**config.mk**
```make
export PLATFORM = sky130hd
export DESIGN_NAME = wdtw_top
export DESIGN_NICKNAME = d
export VERILOG_FILES = /design/src/design/wdtw_pkg.sv /design/src/design/wdtw_top.sv
export SDC_FILE = /design/constraint.sdc
export NUM_CORES = 1
export LEC_CHECK = 0
export BUFFER_PORTS_ARGS = -buffer_cell sky130_fd_sc_hd__buf_2
export CAP_MARGIN = 10
export CORE_MARGIN = 10
export CORE_UTILIZATION = 45
export CTS_CLUSTER_SIZE = 14
export DETAILED_ROUTE_END_ITERATION = 7
export GPL_TIMING_DRIVEN = 0
export PLACE_DENSITY_LB_ADDON = 0.15
export SLEW_MARGIN = 20
export SYNTH_ARGS = -nofsm -noshare
export SYNTH_HDL_FRONTEND = slang
export SYNTH_SLANG_ARGS = --single-unit
export TNS_END_PERCENT = 50
```
**constraint.sdc**
```tcl
create_clock -name clk -period 2.4 [get_ports clk]
set_input_delay 0.36 -clock clk [delete_from_list [all_inputs] [get_ports clk]]
set_output_delay 0.36 -clock clk [all_outputs]
set_load 0.005 [all_outputs]
```
**src/design/wdtw_pkg.sv**
```systemverilog
// Constants and types shared by the windowed watchdog timer
package wdtw_pkg;
   // System clock and nominal watchdog oscillator rate
   localparam int unsigned CLK_FREQ_HZ = 25_000_000;
   localparam int unsigned OSC_FREQ_HZ = 32_000;
   // Clock cycles per oscillator tick, rounded down
   localparam int unsigned OSC_DIV = CLK_FREQ_HZ / OSC_FREQ_HZ;
   // Base time-outs at postscale 1:1, in microseconds
   localparam int unsigned BASE_SHORT_US = 1000;
   localparam int unsigned BASE_LONG_US = 4000;
   // Prescaler ratios derived from the base time-outs (32 and 128)
   localparam int unsigned PRE_SHORT = BASE_SHORT_US * OSC_FREQ_HZ
      / 1_000_000;
   localparam int unsigned PRE_LONG = BASE_LONG_US * OSC_FREQ_HZ
      / 1_000_000;
   // Tick counter width: 128 * 32768 ticks needs 23 bits
   localparam int CNT_W = 23;
   localparam int DIV_W = 16;
   // Register byte addresses
   localparam logic [11:0] ADDR_CONFIG = 12'h000;
   localparam logic [11:0] ADDR_RST_CTRL = 12'h004;
   localparam logic [11:0] ADDR_IRQ_STATUS = 12'h008;
   localparam logic [11:0] ADDR_IRQ_MASK = 12'h00C;
   localparam logic [11:0] ADDR_COUNT = 12'h010;
   localparam logic [11:0] ADDR_PERIOD = 12'h014;
   // Reset control register bit positions
   localparam int CTRL_IDLE = 2;
   localparam int CTRL_SLEEP = 3;
   localparam int CTRL_TIMEOUT = 4;
   localparam int CTRL_SW_EN = 5;
   // Interrupt status bit positions
   localparam int IRQ_W = 3;
   localparam int IRQ_TIMEOUT = 0;
   localparam int IRQ_WINDOW = 1;
   localparam int IRQ_WAKE = 2;
   // Reset values
   localparam logic [IRQ_W-1:0] IRQ_MASK_RESET = 3'h0;
   // Fuse word layout, bit 7 down to bit 0
   typedef struct packed {
      logic hw_enable_fuse;     // Bit 7
      logic window_disable_bit; // Bit 6
      logic reserved;           // Bit 5
      logic prescale_select;    // Bit 4, 1 selects divide by 128
      logic [3:0] postscale_select; // Bits 3:0
   } wdtw_cfg_t;
   // Power mode, Gray coded from run to either save mode
   typedef enum logic [1:0] {
      WDTW_RUN = 2'h0,
      WDTW_SLEEP = 2'h1,
      WDTW_IDLE = 2'h2
   } wdtw_pmode_t;
endpackage : wdtw_pkg

```
**src/design/wdtw_top.sv**
```systemverilog
// Windowed watchdog timer with APB registers and interrupt
// Functional notes
// - Counts oscillator ticks; enabling powers the oscillator
// - Prescale select picks divide by 32 or 128
// - Base period 1 ms or 4 ms
// - Four-bit postscale, sixteen ratios up to 32768
// - Any device reset clears all counts
// - Completed clock switch clears all counts
// - Entering sleep or idle clears all counts
// - Leaving sleep or idle clears all counts
// - Clear instruction in run clears all counts
// - Runs in sleep/idle; time-out wakes the core
// - Sticky time-out flag, cleared by software or any device reset
// - Hardware fuse forces the watchdog on
// - Without fuse, software enable bit controls it
// - Software enable bit cleared by every reset
// - Early clear in windowed mode resets device
//
// Chosen here: the register addresses and the APB slave port.
`timescale 1ns/100ps
module wdtw_top #(
   parameter int unsigned OSC_DIV = wdtw_pkg::OSC_DIV,
   parameter int CNT_W = wdtw_pkg::CNT_W
) (
   // Clock and reset
   input wire logic clk,
   input wire logic rst_b,
   // APB slave
   input wire logic psel,
   input wire logic penable,
   input wire logic pwrite,
   input wire logic [11:0] paddr,
   input wire logic [31:0] pwdata,
   output logic [31:0] prdata,
   output logic pready,
   output logic pslverr,
   // Fuse word
   input wire wdtw_pkg::wdtw_cfg_t watchdog_config_word,
   // Core events, one-cycle pulses
   input wire logic watchdog_clear_instr,
   input wire logic power_save_sleep_instr,
   input wire logic power_save_idle_instr,
   input wire logic clock_switch_done,
   input wire logic power_save_exit,
   // Results
   output logic low_power_rc_clock_on,
   output logic watchdog_reset,
   output logic wake_request,
   output logic irq
);
   // Control and status state
   logic sw_enable_bit;  // Software enable
   logic timeout_flag;   // Sticky time-out flag
   logic sleep_flag;     // Entered sleep
   logic idle_flag;      // Entered idle
   logic [wdtw_pkg::IRQ_W-1:0] irq_status; // Sticky events
   logic [wdtw_pkg::IRQ_W-1:0] irq_mask;   // Enables
   wdtw_pkg::wdtw_pmode_t pmode;           // Power mode
   logic [wdtw_pkg::DIV_W-1:0] div_cnt;    // Oscillator model
   logic osc_tick;                         // One tick pulse
   logic [CNT_W-1:0] count;                // Combined pre/post count
   logic [31:0] next_prdata;               // Read mux
   // Derived terms
   logic wdt_enable;
   logic in_run;
   logic [CNT_W-1:0] base;
   logic [CNT_W-1:0] period;
   logic window_open, timeout, window_bad; // Watchdog decisions
   logic enter_save, leave_save, count_clear; // Mode and clear terms
   logic reg_write, addr_ok; // Bus decode
   logic [wdtw_pkg::IRQ_W-1:0] irq_event;

   // Fuse wins over software enable
   assign wdt_enable = watchdog_config_word.hw_enable_fuse
      | sw_enable_bit;
   assign in_run = (pmode == wdtw_pkg::WDTW_RUN);
   // Prescaler ratio, then postscaler shift
   assign base = watchdog_config_word.prescale_select
      ? CNT_W'(wdtw_pkg::PRE_LONG)
      : CNT_W'(wdtw_pkg::PRE_SHORT);
   assign period = base
      << watchdog_config_word.postscale_select;
   // Final quarter starts at three quarters of the period
   assign window_open = count >= (period - (period >> 2));
   assign timeout = wdt_enable && osc_tick
      && (count == period - CNT_W'(1));
   assign enter_save = in_run
      && (power_save_sleep_instr || power_save_idle_instr);
   assign leave_save = !in_run && (timeout || power_save_exit);
   // Early clear only matters when the window is armed
   assign window_bad = in_run && wdt_enable && watchdog_clear_instr
      && !watchdog_config_word.window_disable_bit
      && !window_open;
   // Every documented clearing event, plus disable
   assign count_clear = clock_switch_done
      || enter_save
      || leave_save
      || (in_run && watchdog_clear_instr)
      || !wdt_enable;
   assign irq_event = {leave_save && timeout, window_bad,
      timeout && in_run};
   // Write lands only in the completing access cycle
   assign reg_write = psel && penable && pready && pwrite;
   assign addr_ok = (paddr <= wdtw_pkg::ADDR_PERIOD)
      && (paddr[1:0] == 2'h0); // Six aligned words from zero

   // Oscillator power follows the enable
   always_ff @(posedge clk or negedge rst_b) begin
      if (!rst_b) begin
         low_power_rc_clock_on <= 1'b0;
      end else begin
         low_power_rc_clock_on <= wdt_enable;
      end
   end

   // Oscillator tick model; held at zero while powered off
   always_ff @(posedge clk or negedge rst_b) begin
      if (!rst_b) begin
         div_cnt <= '0;
         osc_tick <= 1'b0;
      end else if (!low_power_rc_clock_on) begin
         div_cnt <= '0;
         osc_tick <= 1'b0;
      end else if (div_cnt == wdtw_pkg::DIV_W'(OSC_DIV - 1)) begin
         div_cnt <= '0;
         osc_tick <= 1'b1;
      end else begin
         div_cnt <= div_cnt + wdtw_pkg::DIV_W'(1);
         osc_tick <= 1'b0;
      end
   end

   // Watchdog count; keeps running in sleep and idle
   always_ff @(posedge clk or negedge rst_b) begin
      if (!rst_b) begin
         count <= '0;
      end else if (count_clear || timeout) begin
         count <= '0;
      end else if (osc_tick) begin
         count <= count + CNT_W'(1);
      end
   end

   // Power mode tracking
   always_ff @(posedge clk or negedge rst_b) begin
      if (!rst_b) begin
         pmode <= wdtw_pkg::WDTW_RUN;
      end else begin
         unique case (pmode)
            wdtw_pkg::WDTW_RUN: begin
               // Sleep takes priority if both pulse together
               if (power_save_sleep_instr) begin
                  pmode <= wdtw_pkg::WDTW_SLEEP;
               end else if (power_save_idle_instr) begin
                  pmode <= wdtw_pkg::WDTW_IDLE;
               end
            end
            wdtw_pkg::WDTW_SLEEP, wdtw_pkg::WDTW_IDLE: begin
               // Wake resumes after the save instruction
               if (leave_save) begin
                  pmode <= wdtw_pkg::WDTW_RUN;
               end
            end
            default: begin
               pmode <= wdtw_pkg::WDTW_RUN;
            end
         endcase
      end
   end

   // Reset and wake pulses
   always_ff @(posedge clk or negedge rst_b) begin
      if (!rst_b) begin
         watchdog_reset <= 1'b0;
         wake_request <= 1'b0;
      end else begin
         watchdog_reset <= (timeout && in_run)
            || window_bad;
         wake_request <= timeout && !in_run;
      end
   end

   // Software enable bit
   always_ff @(posedge clk or negedge rst_b) begin
      if (!rst_b) begin
         sw_enable_bit <= 1'b0;
      end else if (reg_write && paddr == wdtw_pkg::ADDR_RST_CTRL) begin
         sw_enable_bit <= pwdata[wdtw_pkg::CTRL_SW_EN];
      end
   end

   // Status flags: writing zero clears, a new event wins
   always_ff @(posedge clk or negedge rst_b) begin
      if (!rst_b) begin
         timeout_flag <= 1'b0;
         sleep_flag <= 1'b0;
         idle_flag <= 1'b0;
      end else begin
         if (timeout || window_bad) begin
            timeout_flag <= 1'b1;
         end else if (reg_write && paddr == wdtw_pkg::ADDR_RST_CTRL) begin
            timeout_flag <= pwdata[wdtw_pkg::CTRL_TIMEOUT];
         end
         if (enter_save && power_save_sleep_instr) begin
            sleep_flag <= 1'b1;
         end else if (reg_write && paddr == wdtw_pkg::ADDR_RST_CTRL) begin
            sleep_flag <= pwdata[wdtw_pkg::CTRL_SLEEP];
         end
         if (enter_save && !power_save_sleep_instr) begin
            idle_flag <= 1'b1;
         end else if (reg_write && paddr == wdtw_pkg::ADDR_RST_CTRL) begin
            idle_flag <= pwdata[wdtw_pkg::CTRL_IDLE];
         end
      end
   end

   // Interrupt status, write one to clear, set wins
   always_ff @(posedge clk or negedge rst_b) begin
      if (!rst_b) begin
         irq_status <= '0;
      end else if (reg_write && paddr == wdtw_pkg::ADDR_IRQ_STATUS) begin
         irq_status <= (irq_status & ~pwdata[wdtw_pkg::IRQ_W-1:0])
            | irq_event;
      end else begin
         irq_status <= irq_status | irq_event;
      end
   end

   // Interrupt mask and output level
   always_ff @(posedge clk or negedge rst_b) begin
      if (!rst_b) begin
         irq_mask <= wdtw_pkg::IRQ_MASK_RESET;
         irq <= 1'b0;
      end else begin
         if (reg_write && paddr == wdtw_pkg::ADDR_IRQ_MASK) begin
            irq_mask <= pwdata[wdtw_pkg::IRQ_W-1:0];
         end
         irq <= |(irq_status & irq_mask);
      end
   end

   // Read mux; reserved bits read as zero, except fuse word bit 5
   always_comb begin
      next_prdata = '0;
      unique case (paddr)
         wdtw_pkg::ADDR_CONFIG: next_prdata[7:0] = watchdog_config_word;
         wdtw_pkg::ADDR_RST_CTRL: begin
            next_prdata[wdtw_pkg::CTRL_IDLE] = idle_flag;
            next_prdata[wdtw_pkg::CTRL_SLEEP] = sleep_flag;
            next_prdata[wdtw_pkg::CTRL_TIMEOUT] = timeout_flag;
            next_prdata[wdtw_pkg::CTRL_SW_EN] = sw_enable_bit;
         end
         wdtw_pkg::ADDR_IRQ_STATUS:
            next_prdata[wdtw_pkg::IRQ_W-1:0] = irq_status;
         wdtw_pkg::ADDR_IRQ_MASK:
            next_prdata[wdtw_pkg::IRQ_W-1:0] = irq_mask;
         wdtw_pkg::ADDR_COUNT: next_prdata[CNT_W-1:0] = count;
         wdtw_pkg::ADDR_PERIOD: next_prdata[CNT_W-1:0] = period;
         default: next_prdata = '0;
      endcase
   end

   // APB answer: one access cycle, data sampled in setup
   always_ff @(posedge clk or negedge rst_b) begin
      if (!rst_b) begin
         prdata <= '0;
         pready <= 1'b0;
         pslverr <= 1'b0;
      end else begin
         pready <= psel && !penable;
         pslverr <= psel && !penable && !addr_ok;
         if (psel && !penable) begin
            prdata <= next_prdata;
         end
      end
   end

   // Checks
   property p_osc_on;
      @(posedge clk) disable iff (!rst_b)
      rst_b && wdt_enable |=> low_power_rc_clock_on; // Not at release
   endproperty
   a_osc_on: assert property (p_osc_on)
      else $error("oscillator not powered while enabled");

   property p_base;
      @(posedge clk) disable iff (!rst_b)
      watchdog_config_word.postscale_select == 4'h0
      |-> period == (watchdog_config_word.prescale_select
      ? 23'h000080 : 23'h000020);
   endproperty
   a_base: assert property (p_base)
      else $error("base period wrong");

   property p_post_max;
      @(posedge clk) disable iff (!rst_b)
      watchdog_config_word.postscale_select == 4'hF
      && !watchdog_config_word.prescale_select
      |-> period == 23'h100000;
   endproperty
   a_post_max: assert property (p_post_max)
      else $error("postscale 1:32768 wrong");

   property p_clr_switch;
      @(posedge clk) disable iff (!rst_b)
      clock_switch_done |=> count == '0;
   endproperty
   a_clr_switch: assert property (p_clr_switch)
      else $error("clock switch did not clear count");

   property p_clr_enter;
      @(posedge clk) disable iff (!rst_b)
      in_run && power_save_sleep_instr
      |=> count == '0 && pmode == wdtw_pkg::WDTW_SLEEP;
   endproperty
   a_clr_enter: assert property (p_clr_enter)
      else $error("sleep entry did not clear count");

   property p_clr_exit;
      @(posedge clk) disable iff (!rst_b)
      !in_run && power_save_exit |=> count == '0 && in_run;
   endproperty
   a_clr_exit: assert property (p_clr_exit)
      else $error("exit did not clear count");

   property p_clr_instr;
      @(posedge clk) disable iff (!rst_b)
      in_run && watchdog_clear_instr |=> count == '0;
   endproperty
   a_clr_instr: assert property (p_clr_instr)
      else $error("clear instruction did not clear count");

   property p_wake;
      @(posedge clk) disable iff (!rst_b)
      timeout && !in_run
      |=> wake_request && in_run && !watchdog_reset;
   endproperty
   a_wake: assert property (p_wake)
      else $error("time-out in save mode did not wake");

   property p_sticky;
      @(posedge clk) disable iff (!rst_b)
      timeout_flag && !(reg_write && paddr == wdtw_pkg::ADDR_RST_CTRL)
      |=> timeout_flag;
   endproperty
   a_sticky: assert property (p_sticky)
      else $error("time-out flag dropped by itself");

   property p_fuse;
      @(posedge clk) disable iff (!rst_b)
      (rst_b && watchdog_config_word.hw_enable_fuse) [*2]
      |-> low_power_rc_clock_on;
   endproperty
   a_fuse: assert property (p_fuse)
      else $error("fuse did not force watchdog on");

   property p_window;
      @(posedge clk) disable iff (!rst_b)
      window_bad |=> watchdog_reset && timeout_flag && count == '0;
   endproperty
   a_window: assert property (p_window)
      else $error("early clear did not reset");

   property p_run_reset;
      @(posedge clk) disable iff (!rst_b)
      timeout && in_run |=> watchdog_reset && timeout_flag;
   endproperty
   a_run_reset: assert property (p_run_reset)
      else $error("run time-out did not reset");
endmodule : wdtw_top

```
-- After elaboration in Yosys (flattened, before gate mapping)
Index checks and enable logic that the tools add are counted.
- bits in registers: 81
- input bits: 62
- word-level logic and storage cells: 113
- add/sub/neg operators: 4
- magnitude comparators: 2
- equal/unequal tests: 11
- shifts and indexed selects: 1
- multiplexer cells: 23
- bitwise gates (word level): 6
- reductions and logical operators: 49
- operator list (cell ; number):
    $mux W23 ; 2
    $mux W16 ; 2
    $pmux W15 S2 ; 1
    $eq A12 B4 Y1 const B ; 2
    $eq A12 B5 Y1 const B ; 2
    $add A23 B1 Y23 const B ; 1
    $eq A23 B23 Y1 ; 1
    $ge A23 B23 Y1 ; 1
    $logic_and A1 B1 Y1 ; 23
    $shl A8 B4 Y23 ; 1
    $sub A23 B1 Y23 const B ; 1
    $sub A23 B21 Y23 ; 1
    $add A16 B1 Y16 const B ; 1
    $eq A16 B10 Y1 const B ; 1
    $eq A12 B3 Y1 const B ; 1
    $le A12 B5 Y1 const B ; 1
    $logic_not A12 Y1 ; 1
    $pmux W3 S4 ; 1
    $pmux W2 S5 ; 1
    $logic_or A1 B1 Y1 ; 9
    $mux W1 ; 8
    $mux W8 ; 1
    $reduce_bool A2 Y1 ; 4
    $logic_not A1 Y1 ; 7
    other kinds (17) ; 22

-- Longest topological paths before layout
Gate-level depths: netlist of the first run.
- word-level depth: 12
- mapped depth: 22

-- Worst setup path after synthesis of the first run
No wires, ideal clock.
- kind: input port to flip-flop
- start: input port watchdog_config_word[2] (netlist name)
- end: register timeout_flag
- arrival: 4.294 ns
- setup slack: -1.965 ns
- stages on the path: 21
- buffers on the path: 2
- cell sequence: buf_2 -> or4b_1 -> a21oi_1 -> inv_1 -> ha_1 -> buf_1 -> or2_2 -> nand2_1 -> a21oi_1 -> a221oi_1 -> o21ai_1 -> a211o_1 -> a21oi_1 -> xor2_1 -> ha_1 -> a21oi_1 -> nor2b_1 -> o21ai_0 -> o2111ai_1 -> a221o_1 -> nand3_1
- cells in the longest elaborated chain, start to end: 7
- elaborated cells on any way between the ends: 11
- RTL lines (what ; line ; source):
    start, declared ; wdtw_top.sv:38 ; input wire wdtw_pkg::wdtw_cfg_t watchdog_config_word,
    $shl A8 B4 Y23 (*) ; wdtw_top.sv:81 ; assign period = base
    $sub A23 B21 Y23 ; wdtw_top.sv:84 ; assign window_open = count >= (period - (period >> 2));
    $ge A23 B23 Y1 ; wdtw_top.sv:84 ;
    $logic_not A1 Y1 ; wdtw_top.sv:93 ; && !window_open;
    $logic_and A1 B1 Y1 ; wdtw_top.sv:93 ;
    $logic_or A1 B1 Y1 (*) ; wdtw_top.sv:199 ; if (timeout || window_bad) begin
    $mux W1 or $reduce_bool A2 Y1 (tied branches) ; -- ;
    end signal, assigned ; wdtw_top.sv:202 ; timeout_flag <= pwdata[wdtw_pkg::CTRL_TIMEOUT];
    end, declared ; wdtw_top.sv:53 ; logic timeout_flag;
Mark *: on every way between the ends. The rest lies on a longest branch, timed or not.
A chain may end at the register's enable or synchronous reset.

-- Worst setup path in the final report of the first run
Ends and elaborated chain as after synthesis.

==> run summary, run 1 <==
RUN STATUS
------------------------------------------------------------------------------------------
Run status .................................................................. finished with violations
Failing checks .............................................................. setup timing

CLOCK TREE
------------------------------------------------------------------------------------------
Clock tree from TritonCTS ...................................................        built
Number of buffers created by CTS ............................................            9
Clock sink count ............................................................           81
Clock edge transition at the registers on the reported setup and hold paths .      0.05 ns
Clk_lat worst skew ..........................................................      0.33 ns
Clk buf depth ...............................................................            2
Root buffer cell ............................................................ sky130_fd_sc_hd__clkbuf_16
H-tree levels ...............................................................            3

TIMING
------------------------------------------------------------------------------------------
Total negative slack ........................................................    -23.77 ns
Crit path time final ........................................................      4.05 ns
Share of the cycle needed by the critical path after routing ................         1.69
Worst setup slack after layout ..............................................     -1.65 ns
Transition time at the pin with the least slew margin .......................     0.712 ns
Highest clock frequency the design can meet .................................      247 MHz
Worst Skew ..................................................................   0.00540 ns
Number of hold violations in the final report ...............................            0
Max-Slew Margin vs Limit ....................................................        0.522
RSZ-0062 raised after global routing ........................................          yes
Number of failing setup endpoints in the final timing report ................           31
Number of pins exceeding their max-slew limit in the final report ...........            0

SYNTH
------------------------------------------------------------------------------------------
Portion of synthesized cell area occupied by the leading cell type ..........        0.330
Syn Inst Count ..............................................................          732
Most common flop cell mapped by yosys ....................................... sky130_fd_sc_hd__dfrtp_1
Most frequent cell after synthesis .......................................... sky130_fd_sc_hd__nor2_1
Average cell area after synthesis ...........................................   8.38 sq um
Top area cells in the synthesized netlist ................................... sky130_fd_sc_hd__dfrtp_1, sky130_fd_sc_hd__ha_1, sky130_fd_sc_hd__nor2_1, sky130_fd_sc_hd__xor2_1, sky130_fd_sc_hd__xnor2_1
Distinct cell type count after synthesis ....................................           76
FFs w/ async S/R, synth .....................................................         1.00
Part of the Yosys area used for sequential elements .........................        0.330
Synth warnings ..............................................................            0
Post-synth EDFFs ............................................................            0
Seq cells post-synth ........................................................           81
Most numerous cell types in the synthesized netlist ......................... sky130_fd_sc_hd__nor2_1, sky130_fd_sc_hd__dfrtp_1, sky130_fd_sc_hd__nand2_1
Top cell type by total area after synthesis ................................. sky130_fd_sc_hd__dfrtp_1
Area of the mapped netlist ..................................................   6130 sq um

ROUTING
------------------------------------------------------------------------------------------
Number of nets with antenna violations after detailed routing ...............            0
Wire length per cell after detailed routing .................................      18.8 um
Drt first pass iters ........................................................            5
Post-route DRC violation count ..............................................            0
DRC violation total after the first TritonRoute iteration ...................          445
Count of vias placed by the detailed router .................................         5907
Total routed wirelength .....................................................     19000 um
Vias/cell ...................................................................         5.83

FLOORPLANNING
------------------------------------------------------------------------------------------
Total I/O pin count .........................................................          100
Number of standard-cell rows in the floorplan ...............................           42
Die height ..................................................................       137 um
Area inside the core boundary ...............................................  13300 sq um
Starting Density ............................................................        0.461
Full die area ...............................................................  18700 sq um
Floorplan die width .........................................................       137 um

GLOBAL ROUTING
------------------------------------------------------------------------------------------
Initial antenna violation count .............................................            0
Global-route wire length before repair ......................................     29500 um
Number of global-route vias before repair ...................................         5501
All-layer global routing usage ..............................................        0.199
Largest net degree at the start of global routing ...........................           59
Total grt overflow ..........................................................            0

SETUP PATH
------------------------------------------------------------------------------------------
Crit path required time .....................................................      2.67 ns
Arrival time at the worst endpoint ..........................................      4.32 ns
CP Launch Type .............................................................. primary input
Critical Path Sink Type .....................................................     register
Type of the worst setup path ................................................ primary input to register
CP Max Fanout ...............................................................            5

CELLS AND AREA
------------------------------------------------------------------------------------------
Fraction of final layout cells sized beyond drive strength 1 ................        0.226
Area overhead of the layout relative to synthesis ...........................        25.2%
Filler cell count in the final layout .......................................         1185
Layout net count ............................................................          933
Final core occ ..............................................................        0.578
# diodes ....................................................................            0
Non-Filler Instances ........................................................         1014

PLACEMENT
------------------------------------------------------------------------------------------
I/O Buffers .................................................................           60
RD Place Congestion .........................................................        0.953
Worst slack at placement ....................................................     -2.73 ns
Detailed Place HPWL .........................................................     14500 um
# placed instances ..........................................................          977

POWER
------------------------------------------------------------------------------------------
Leakage power of the design .................................................      3.44 nW
Tot Pwr .....................................................................    0.00397 W
Power density normalized to cell area .......................................  516 nW/um^2
Worst-case vdd ir drop ......................................................   0.000283 V

JOB
------------------------------------------------------------------------------------------
Maximum capacitance violations ..............................................            0

HOLD PATH
------------------------------------------------------------------------------------------
Hold Crit Class ............................................................. primary input to register

==> flip-flops by register name, summed over array words and instances (netlist names) <==
signal	count
irq_status	3
irq_mask	3
count	23
pmode	2
idle_flag	1
pslverr	1
irq	1
div_cnt	16
watchdog_reset	1
prdata	23
low_power_rc_clock_on	1
sleep_flag	1
pready	1
sw_enable_bit	1
osc_tick	1
timeout_flag	1
wake_request	1
==> where the power goes <==
| group | total [W] | switching (W) | internal (W) |
|---|---|---|---|
| sequential | 0.00146 | 0.0000333 | 0.00142 |
| combinational | 0.00106 | 0.000600 | 0.000455 |
| clock | 0.00145 | 0.000523 | 0.000932 |
==> layout by cell type (no fill, tap or decap), types with 29 or more instances in the layout <==
master and count:
sky130_fd_sc_hd__buf_4 30, sky130_fd_sc_hd__nor2_1 91, sky130_fd_sc_hd__nand2_1 59, sky130_fd_sc_hd__xor2_1 40, sky130_fd_sc_hd__dfrtp_1 81, sky130_fd_sc_hd__ha_1 35, sky130_fd_sc_hd__xnor2_1 30, sky130_fd_sc_hd__buf_2 61
sky130_fd_sc_hd__inv_1 29
==> metrics by stage <==
| stage | instance area [sq um] | hold WS, ns |
|---|---|---|
| after detailed placement | 6820 | 0.287 |
| after global placement | 6790 | 0.464 |
| after floorplan | 6270 | 0.0644 |
| final | 7680 | 0.252 |
| after CTS | 7350 | 0.237 |
| after global routing | 7680 | 0.252 |
==> final timing paths <==
| check | start | endpoint | slack, ns | depth (start not counted) |
|---|---|---|---|---|
| min in group asynchronous | rst_b | div_cnt[12] | 0.47 | 2 |
| worst min register to register | prdata[2] | prdata[2] | 0.47 | 2 |
| max in group asynchronous | rst_b | sleep_flag | 1.34 | 3 |
| worst max-delay path | watchdog_config_word[2] | timeout_flag | -1.65 | 21 |
| worst max register to register | count[5] | count[14] | -0.21 | 8 |
| worst min-delay path | pwdata[3] | sleep_flag | 0.25 | 3 |
==> routing by layer <==
layer | track usage | vias to the layer above | share of wire
met4 | 0.0746 | 0 | 0.029
met3 | 0.0422 | 35 | 0.081
met2 | 0.304 | 252 | 0.45
met5 | 0 | - | 0
met1 | 0.268 | 2845 | 0.44
li1 | - | 2775 | -
==> worst max-delay path, stage by stage <==
cell and delay, ns:
sky130_fd_sc_hd__buf_8 0.10, sky130_fd_sc_hd__buf_6 0.11, sky130_fd_sc_hd__or4b_4 0.55, sky130_fd_sc_hd__a21oi_4 0.20, sky130_fd_sc_hd__inv_2 0.06, sky130_fd_sc_hd__ha_4 0.23, sky130_fd_sc_hd__or2_4 0.27, sky130_fd_sc_hd__nand2_2 0.09
sky130_fd_sc_hd__a21oi_2 0.06, sky130_fd_sc_hd__a221oi_2 0.23, sky130_fd_sc_hd__o21ai_2 0.15, sky130_fd_sc_hd__a211o_1 0.32, sky130_fd_sc_hd__a21oi_2 0.15, sky130_fd_sc_hd__xor2_1 0.19, sky130_fd_sc_hd__ha_1 0.28, sky130_fd_sc_hd__a21oi_2 0.14
sky130_fd_sc_hd__nor2b_1 0.06, sky130_fd_sc_hd__o21ai_1 0.12, sky130_fd_sc_hd__o2111ai_1 0.13, sky130_fd_sc_hd__a221o_1 0.38, sky130_fd_sc_hd__nand3_1 0.12
==> what timing repair did <==
action,in CTS,in global routing
hold buffers,1,0
cloned,0,2
pin swaps,25,39
setup endpoints to repair,31,41
endpoints found under the hold margin,23,0
setup buffers,13,9
gates resized for setup,29,58
==> logic make-up after synthesis <==
logic type	synth area share
buffers and inverters	0.0624
xor gates and xnor gates	0.104
other	0.000611
and+or+nand+nor	0.234
AOI/OAI and AO/OA	0.161
DFF	0.330
adders and majority gates	0.0771
muxes	0.0306
==> final cells by class <==
class	instances	area [sq um]	area share
multi-input combinational	575	4070	0.530
sequential	81	2030	0.264
timing repair buffer	86	579	0.0754
buffer	49	349	0.0454
clock buffer	12	246	0.0321
tap	176	220	0.0287
inverter	32	120	0.0156
clock inverter	3	65.1	0.00847
No activity file was read; power rests on OpenSTA's default activity.
==> run 2, diff against run 1 <==
--- a/config.mk
+++ b/config.mk
@@ -13,6 +13,7 @@
 export DETAILED_ROUTE_END_ITERATION = 7
 export GPL_TIMING_DRIVEN = 0
 export PLACE_DENSITY_LB_ADDON = 0.15
+export REMOVE_ABC_BUFFERS = 1
 export SLEW_MARGIN = 20
 export SYNTH_ARGS = -nofsm -noshare
 export SYNTH_HDL_FRONTEND = slang
==> run summary, run 2 (synthesized netlist as in run 1, its figures left out) <==
RUN STATUS
------------------------------------------------------------------------------------------
Run status .................................................................. finished with violations
Failing checks .............................................................. setup timing

GLOBAL ROUTING
------------------------------------------------------------------------------------------
Number of global-route vias before repair ...................................         5502
Global-route wire length before repair ......................................     29600 um
Largest net degree at the start of global routing ...........................           58
Initial antenna violation count .............................................            0
All-layer global routing usage ..............................................        0.200
Total grt overflow ..........................................................            0

CLOCK TREE
------------------------------------------------------------------------------------------
Clk buf depth ...............................................................            2
H-tree levels ...............................................................            3
Clock sink count ............................................................           81
Clock tree from TritonCTS ...................................................        built
Clk_lat worst skew ..........................................................      0.35 ns
Clock edge transition at the registers on the reported setup and hold paths .      0.06 ns
Number of buffers created by CTS ............................................            9
Root buffer cell ............................................................ sky130_fd_sc_hd__clkbuf_16

ROUTING
------------------------------------------------------------------------------------------
DRC violation total after the first TritonRoute iteration ...................          443
Total routed wirelength .....................................................     19300 um
Post-route DRC violation count ..............................................            0
Vias/cell ...................................................................         5.94
Wire length per cell after detailed routing .................................      19.4 um
Number of nets with antenna violations after detailed routing ...............            0
Count of vias placed by the detailed router .................................         5908
Drt first pass iters ........................................................            5

FLOORPLANNING
------------------------------------------------------------------------------------------
Die height ..................................................................       137 um
Number of standard-cell rows in the floorplan ...............................           42
Starting Density ............................................................        0.461
Area inside the core boundary ...............................................  13300 sq um
Floorplan die width .........................................................       137 um
Total I/O pin count .........................................................          100
Full die area ...............................................................  18700 sq um

SETUP PATH
------------------------------------------------------------------------------------------
Critical Path Sink Type .....................................................     register
Cell depth of the worst flop-to-flop path ...................................            8
Type of the worst setup path ................................................ primary input to register
CP Launch Type .............................................................. primary input
Crit path required time .....................................................      2.68 ns
Arrival time at the worst endpoint ..........................................      4.21 ns
Cell occurring most often along the worst timing path ....................... sky130_fd_sc_hd__ha_4
Critical register-to-register path endpoint .................................     count[2]
R2R Setup Slk ...............................................................     -0.11 ns
Library cell contributing the largest single delay on the critical path ..... sky130_fd_sc_hd__a221o_1
Chain of cells forming the critical path .................................... buf_16, or3b_4, a211oi_4, inv_2, ha_4, or3_4, a41oi_4, buf_6, nand2_1, a211oi_2, a31oi_1, o22a_1, ha_4, a21oi_2, nor2b_1, o21ai_1, nand2b_1, a221o_1, nand3_1
CP Max Fanout ...............................................................           14
Highest cell delay on the worst timing path .................................      0.43 ns
Crit Reg-Reg Startpoint .....................................................     count[5]

HOLD PATH
------------------------------------------------------------------------------------------
Min-Delay Startpoint ........................................................    pwdata[4]
Hold Crit Class ............................................................. primary input to register
Cell count of the worst hold path ...........................................            3
Capture endpoint of the worst hold path ..................................... timeout_flag

PLACEMENT
------------------------------------------------------------------------------------------
RD Place Congestion .........................................................        0.909
Worst slack at placement ....................................................     -3.10 ns
Area of placed instances ....................................................   6470 sq um
I/O Buffers .................................................................           64
Detailed Place HPWL .........................................................     12500 um

CELLS AND AREA
------------------------------------------------------------------------------------------
Fraction of final layout cells sized beyond drive strength 1 ................        0.269
Area overhead of the layout relative to synthesis ...........................        28.4%
Highest-count cells in the layout ignoring fill and taps .................... sky130_fd_sc_hd__nor2_1, sky130_fd_sc_hd__dfrtp_1, sky130_fd_sc_hd__nand2_1, sky130_fd_sc_hd__buf_2, sky130_fd_sc_hd__xor2_1
# diodes ....................................................................            0
Most common library cell in the layout ignoring fill and taps ............... sky130_fd_sc_hd__nor2_1
Final non-filler cell area ..................................................   7880 sq um
Largest registers ........................................................... count (23), prdata (23), div_cnt (16)
Layout net count ............................................................          915

POWER
------------------------------------------------------------------------------------------
Net switching fraction of the power .........................................        0.311
Relative contribution of sequential cells to total power ....................        0.385
Net Sw Power ................................................................    0.00117 W
Leakage power of the design .................................................      3.49 nW
Power density normalized to cell area .......................................  478 nW/um^2
Worst-case vdd ir drop ......................................................   0.000352 V
Internal Dissipation ........................................................    0.00260 W
Fraction of power consumed by combinational cells ...........................        0.291
Clock group share of total power ............................................        0.324

TIMING
------------------------------------------------------------------------------------------
Transition time at the pin with the least slew margin .......................      1.31 ns
Fin Hold WS .................................................................     0.255 ns
RSZ-0062 raised after global routing ........................................          yes
Number of pins exceeding their max-slew limit in the final report ...........            0
Number of failing setup endpoints in the final timing report ................           31
Crit path time final ........................................................      3.93 ns
Highest clock frequency the design can meet .................................      254 MHz
Worst setup slack after layout ..............................................     -1.53 ns
Max-Slew Margin vs Limit ....................................................        0.122
Share of the cycle needed by the critical path after routing ................         1.64
Worst Skew ..................................................................    0.0102 ns
Number of hold violations in the final report ...............................            0

JOB
------------------------------------------------------------------------------------------
Maximum capacitance violations ..............................................            0

## run 2: changes by cell type in the layout (fill, tap and decap cells not counted), moves of 5 or more
| cell | before | now |
|---|---|---|
| sky130_fd_sc_hd__nor2_1 | 91 | 85 |
| sky130_fd_sc_hd__buf_4 | 30 | 35 |
| sky130_fd_sc_hd__bufbuf_16 | 0 | 5 |
| sky130_fd_sc_hd__clkbuf_1 | 22 | 1 |
| sky130_fd_sc_hd__buf_16 | 1 | 6 |
| sky130_fd_sc_hd__nor2_4 | 15 | 7 |
| sky130_fd_sc_hd__nor2_2 | 1 | 15 |
## run 2: stage by stage
stage	TNS (ns)	total power, W	util	instances
floorplan	-20.82	0.00202	-	688
global placement	-53.97	0.00227	0.485	928
detailed placement	-57.72	0.00230	0.487	929
CTS	-17.79	0.00369	0.561	975
global route	-21.34	0.00396	0.593	995
finish	-18.54	0.00377	0.593	995
## run 2: worst max path at each step
stage / startpoint / to / slack [ns] / depth (start not counted)
after floorplan: watchdog_config_word[2] / timeout_flag / -1.75 / 19
after global placement: watchdog_config_word[3] / watchdog_reset / -2.96 / 20
after detailed placement: watchdog_config_word[3] / watchdog_reset / -3.10 / 20
after CTS: watchdog_config_word[1] / timeout_flag / -1.45 / 20
after global routing: watchdog_config_word[2] / timeout_flag / -1.64 / 21
final: watchdog_config_word[4] / timeout_flag / -1.53 / 19
## run 2: worst max-delay path: cells and delay by family
| kind | cells | cell delay (ns) |
|---|---|---|
| AOI/OAI and AO/OA | 8 | 1.86 |
| and+or+nand+nor | 6 | 1.14 |
| adders and majority gates | 2 | 0.47 |
| buffers and inverters | 3 | 0.36 |
## run 2: what timing repair did
action,CTS,global route
resized for setup,77,57
endpoints found under the setup margin,31,48
pin swaps,54,36
gates cloned,7,2
hold buffers,1,0
endpoints found under the hold margin,24,0
buffers inserted,24,19
## run 2: area by class of cell
| type | instances | area (sq um) |
|---|---|---|
| clock buffers | 10 | 229 |
| clock inverters | 4 | 22.5 |
| fillers | 1139 | 5420 |
| inverters | 32 | 123 |
| multi-input cells | 578 | 4250 |
| flip-flops and latches | 81 | 2030 |
| well taps | 176 | 220 |
| repair buffers | 114 | 1010 |
## run 2: power groups by stage
| stage | sequential, W | combinational, W | clock (W) |
|---|---|---|---|
| 2_1_floorplan | 0.00148 | 0.000540 | 0 |
| 3_3_place_gp | 0.00147 | 0.000801 | 0 |
| 3_5_place_dp | 0.00147 | 0.000829 | 0 |
| 4_1_cts | 0.00145 | 0.000990 | 0.00125 |
| 5_1_grt | 0.00146 | 0.00120 | 0.00130 |
| 6_report | 0.00145 | 0.00110 | 0.00122 |
## run 2: metal layers
layer	track usage	wire [um]	vias to the layer above
li1	-	-	2743
met1	0.263	8250	2864
met2	0.311	8780	250
met3	0.0480	1620	51
met4	0.0734	664	0
met5	0	0	-
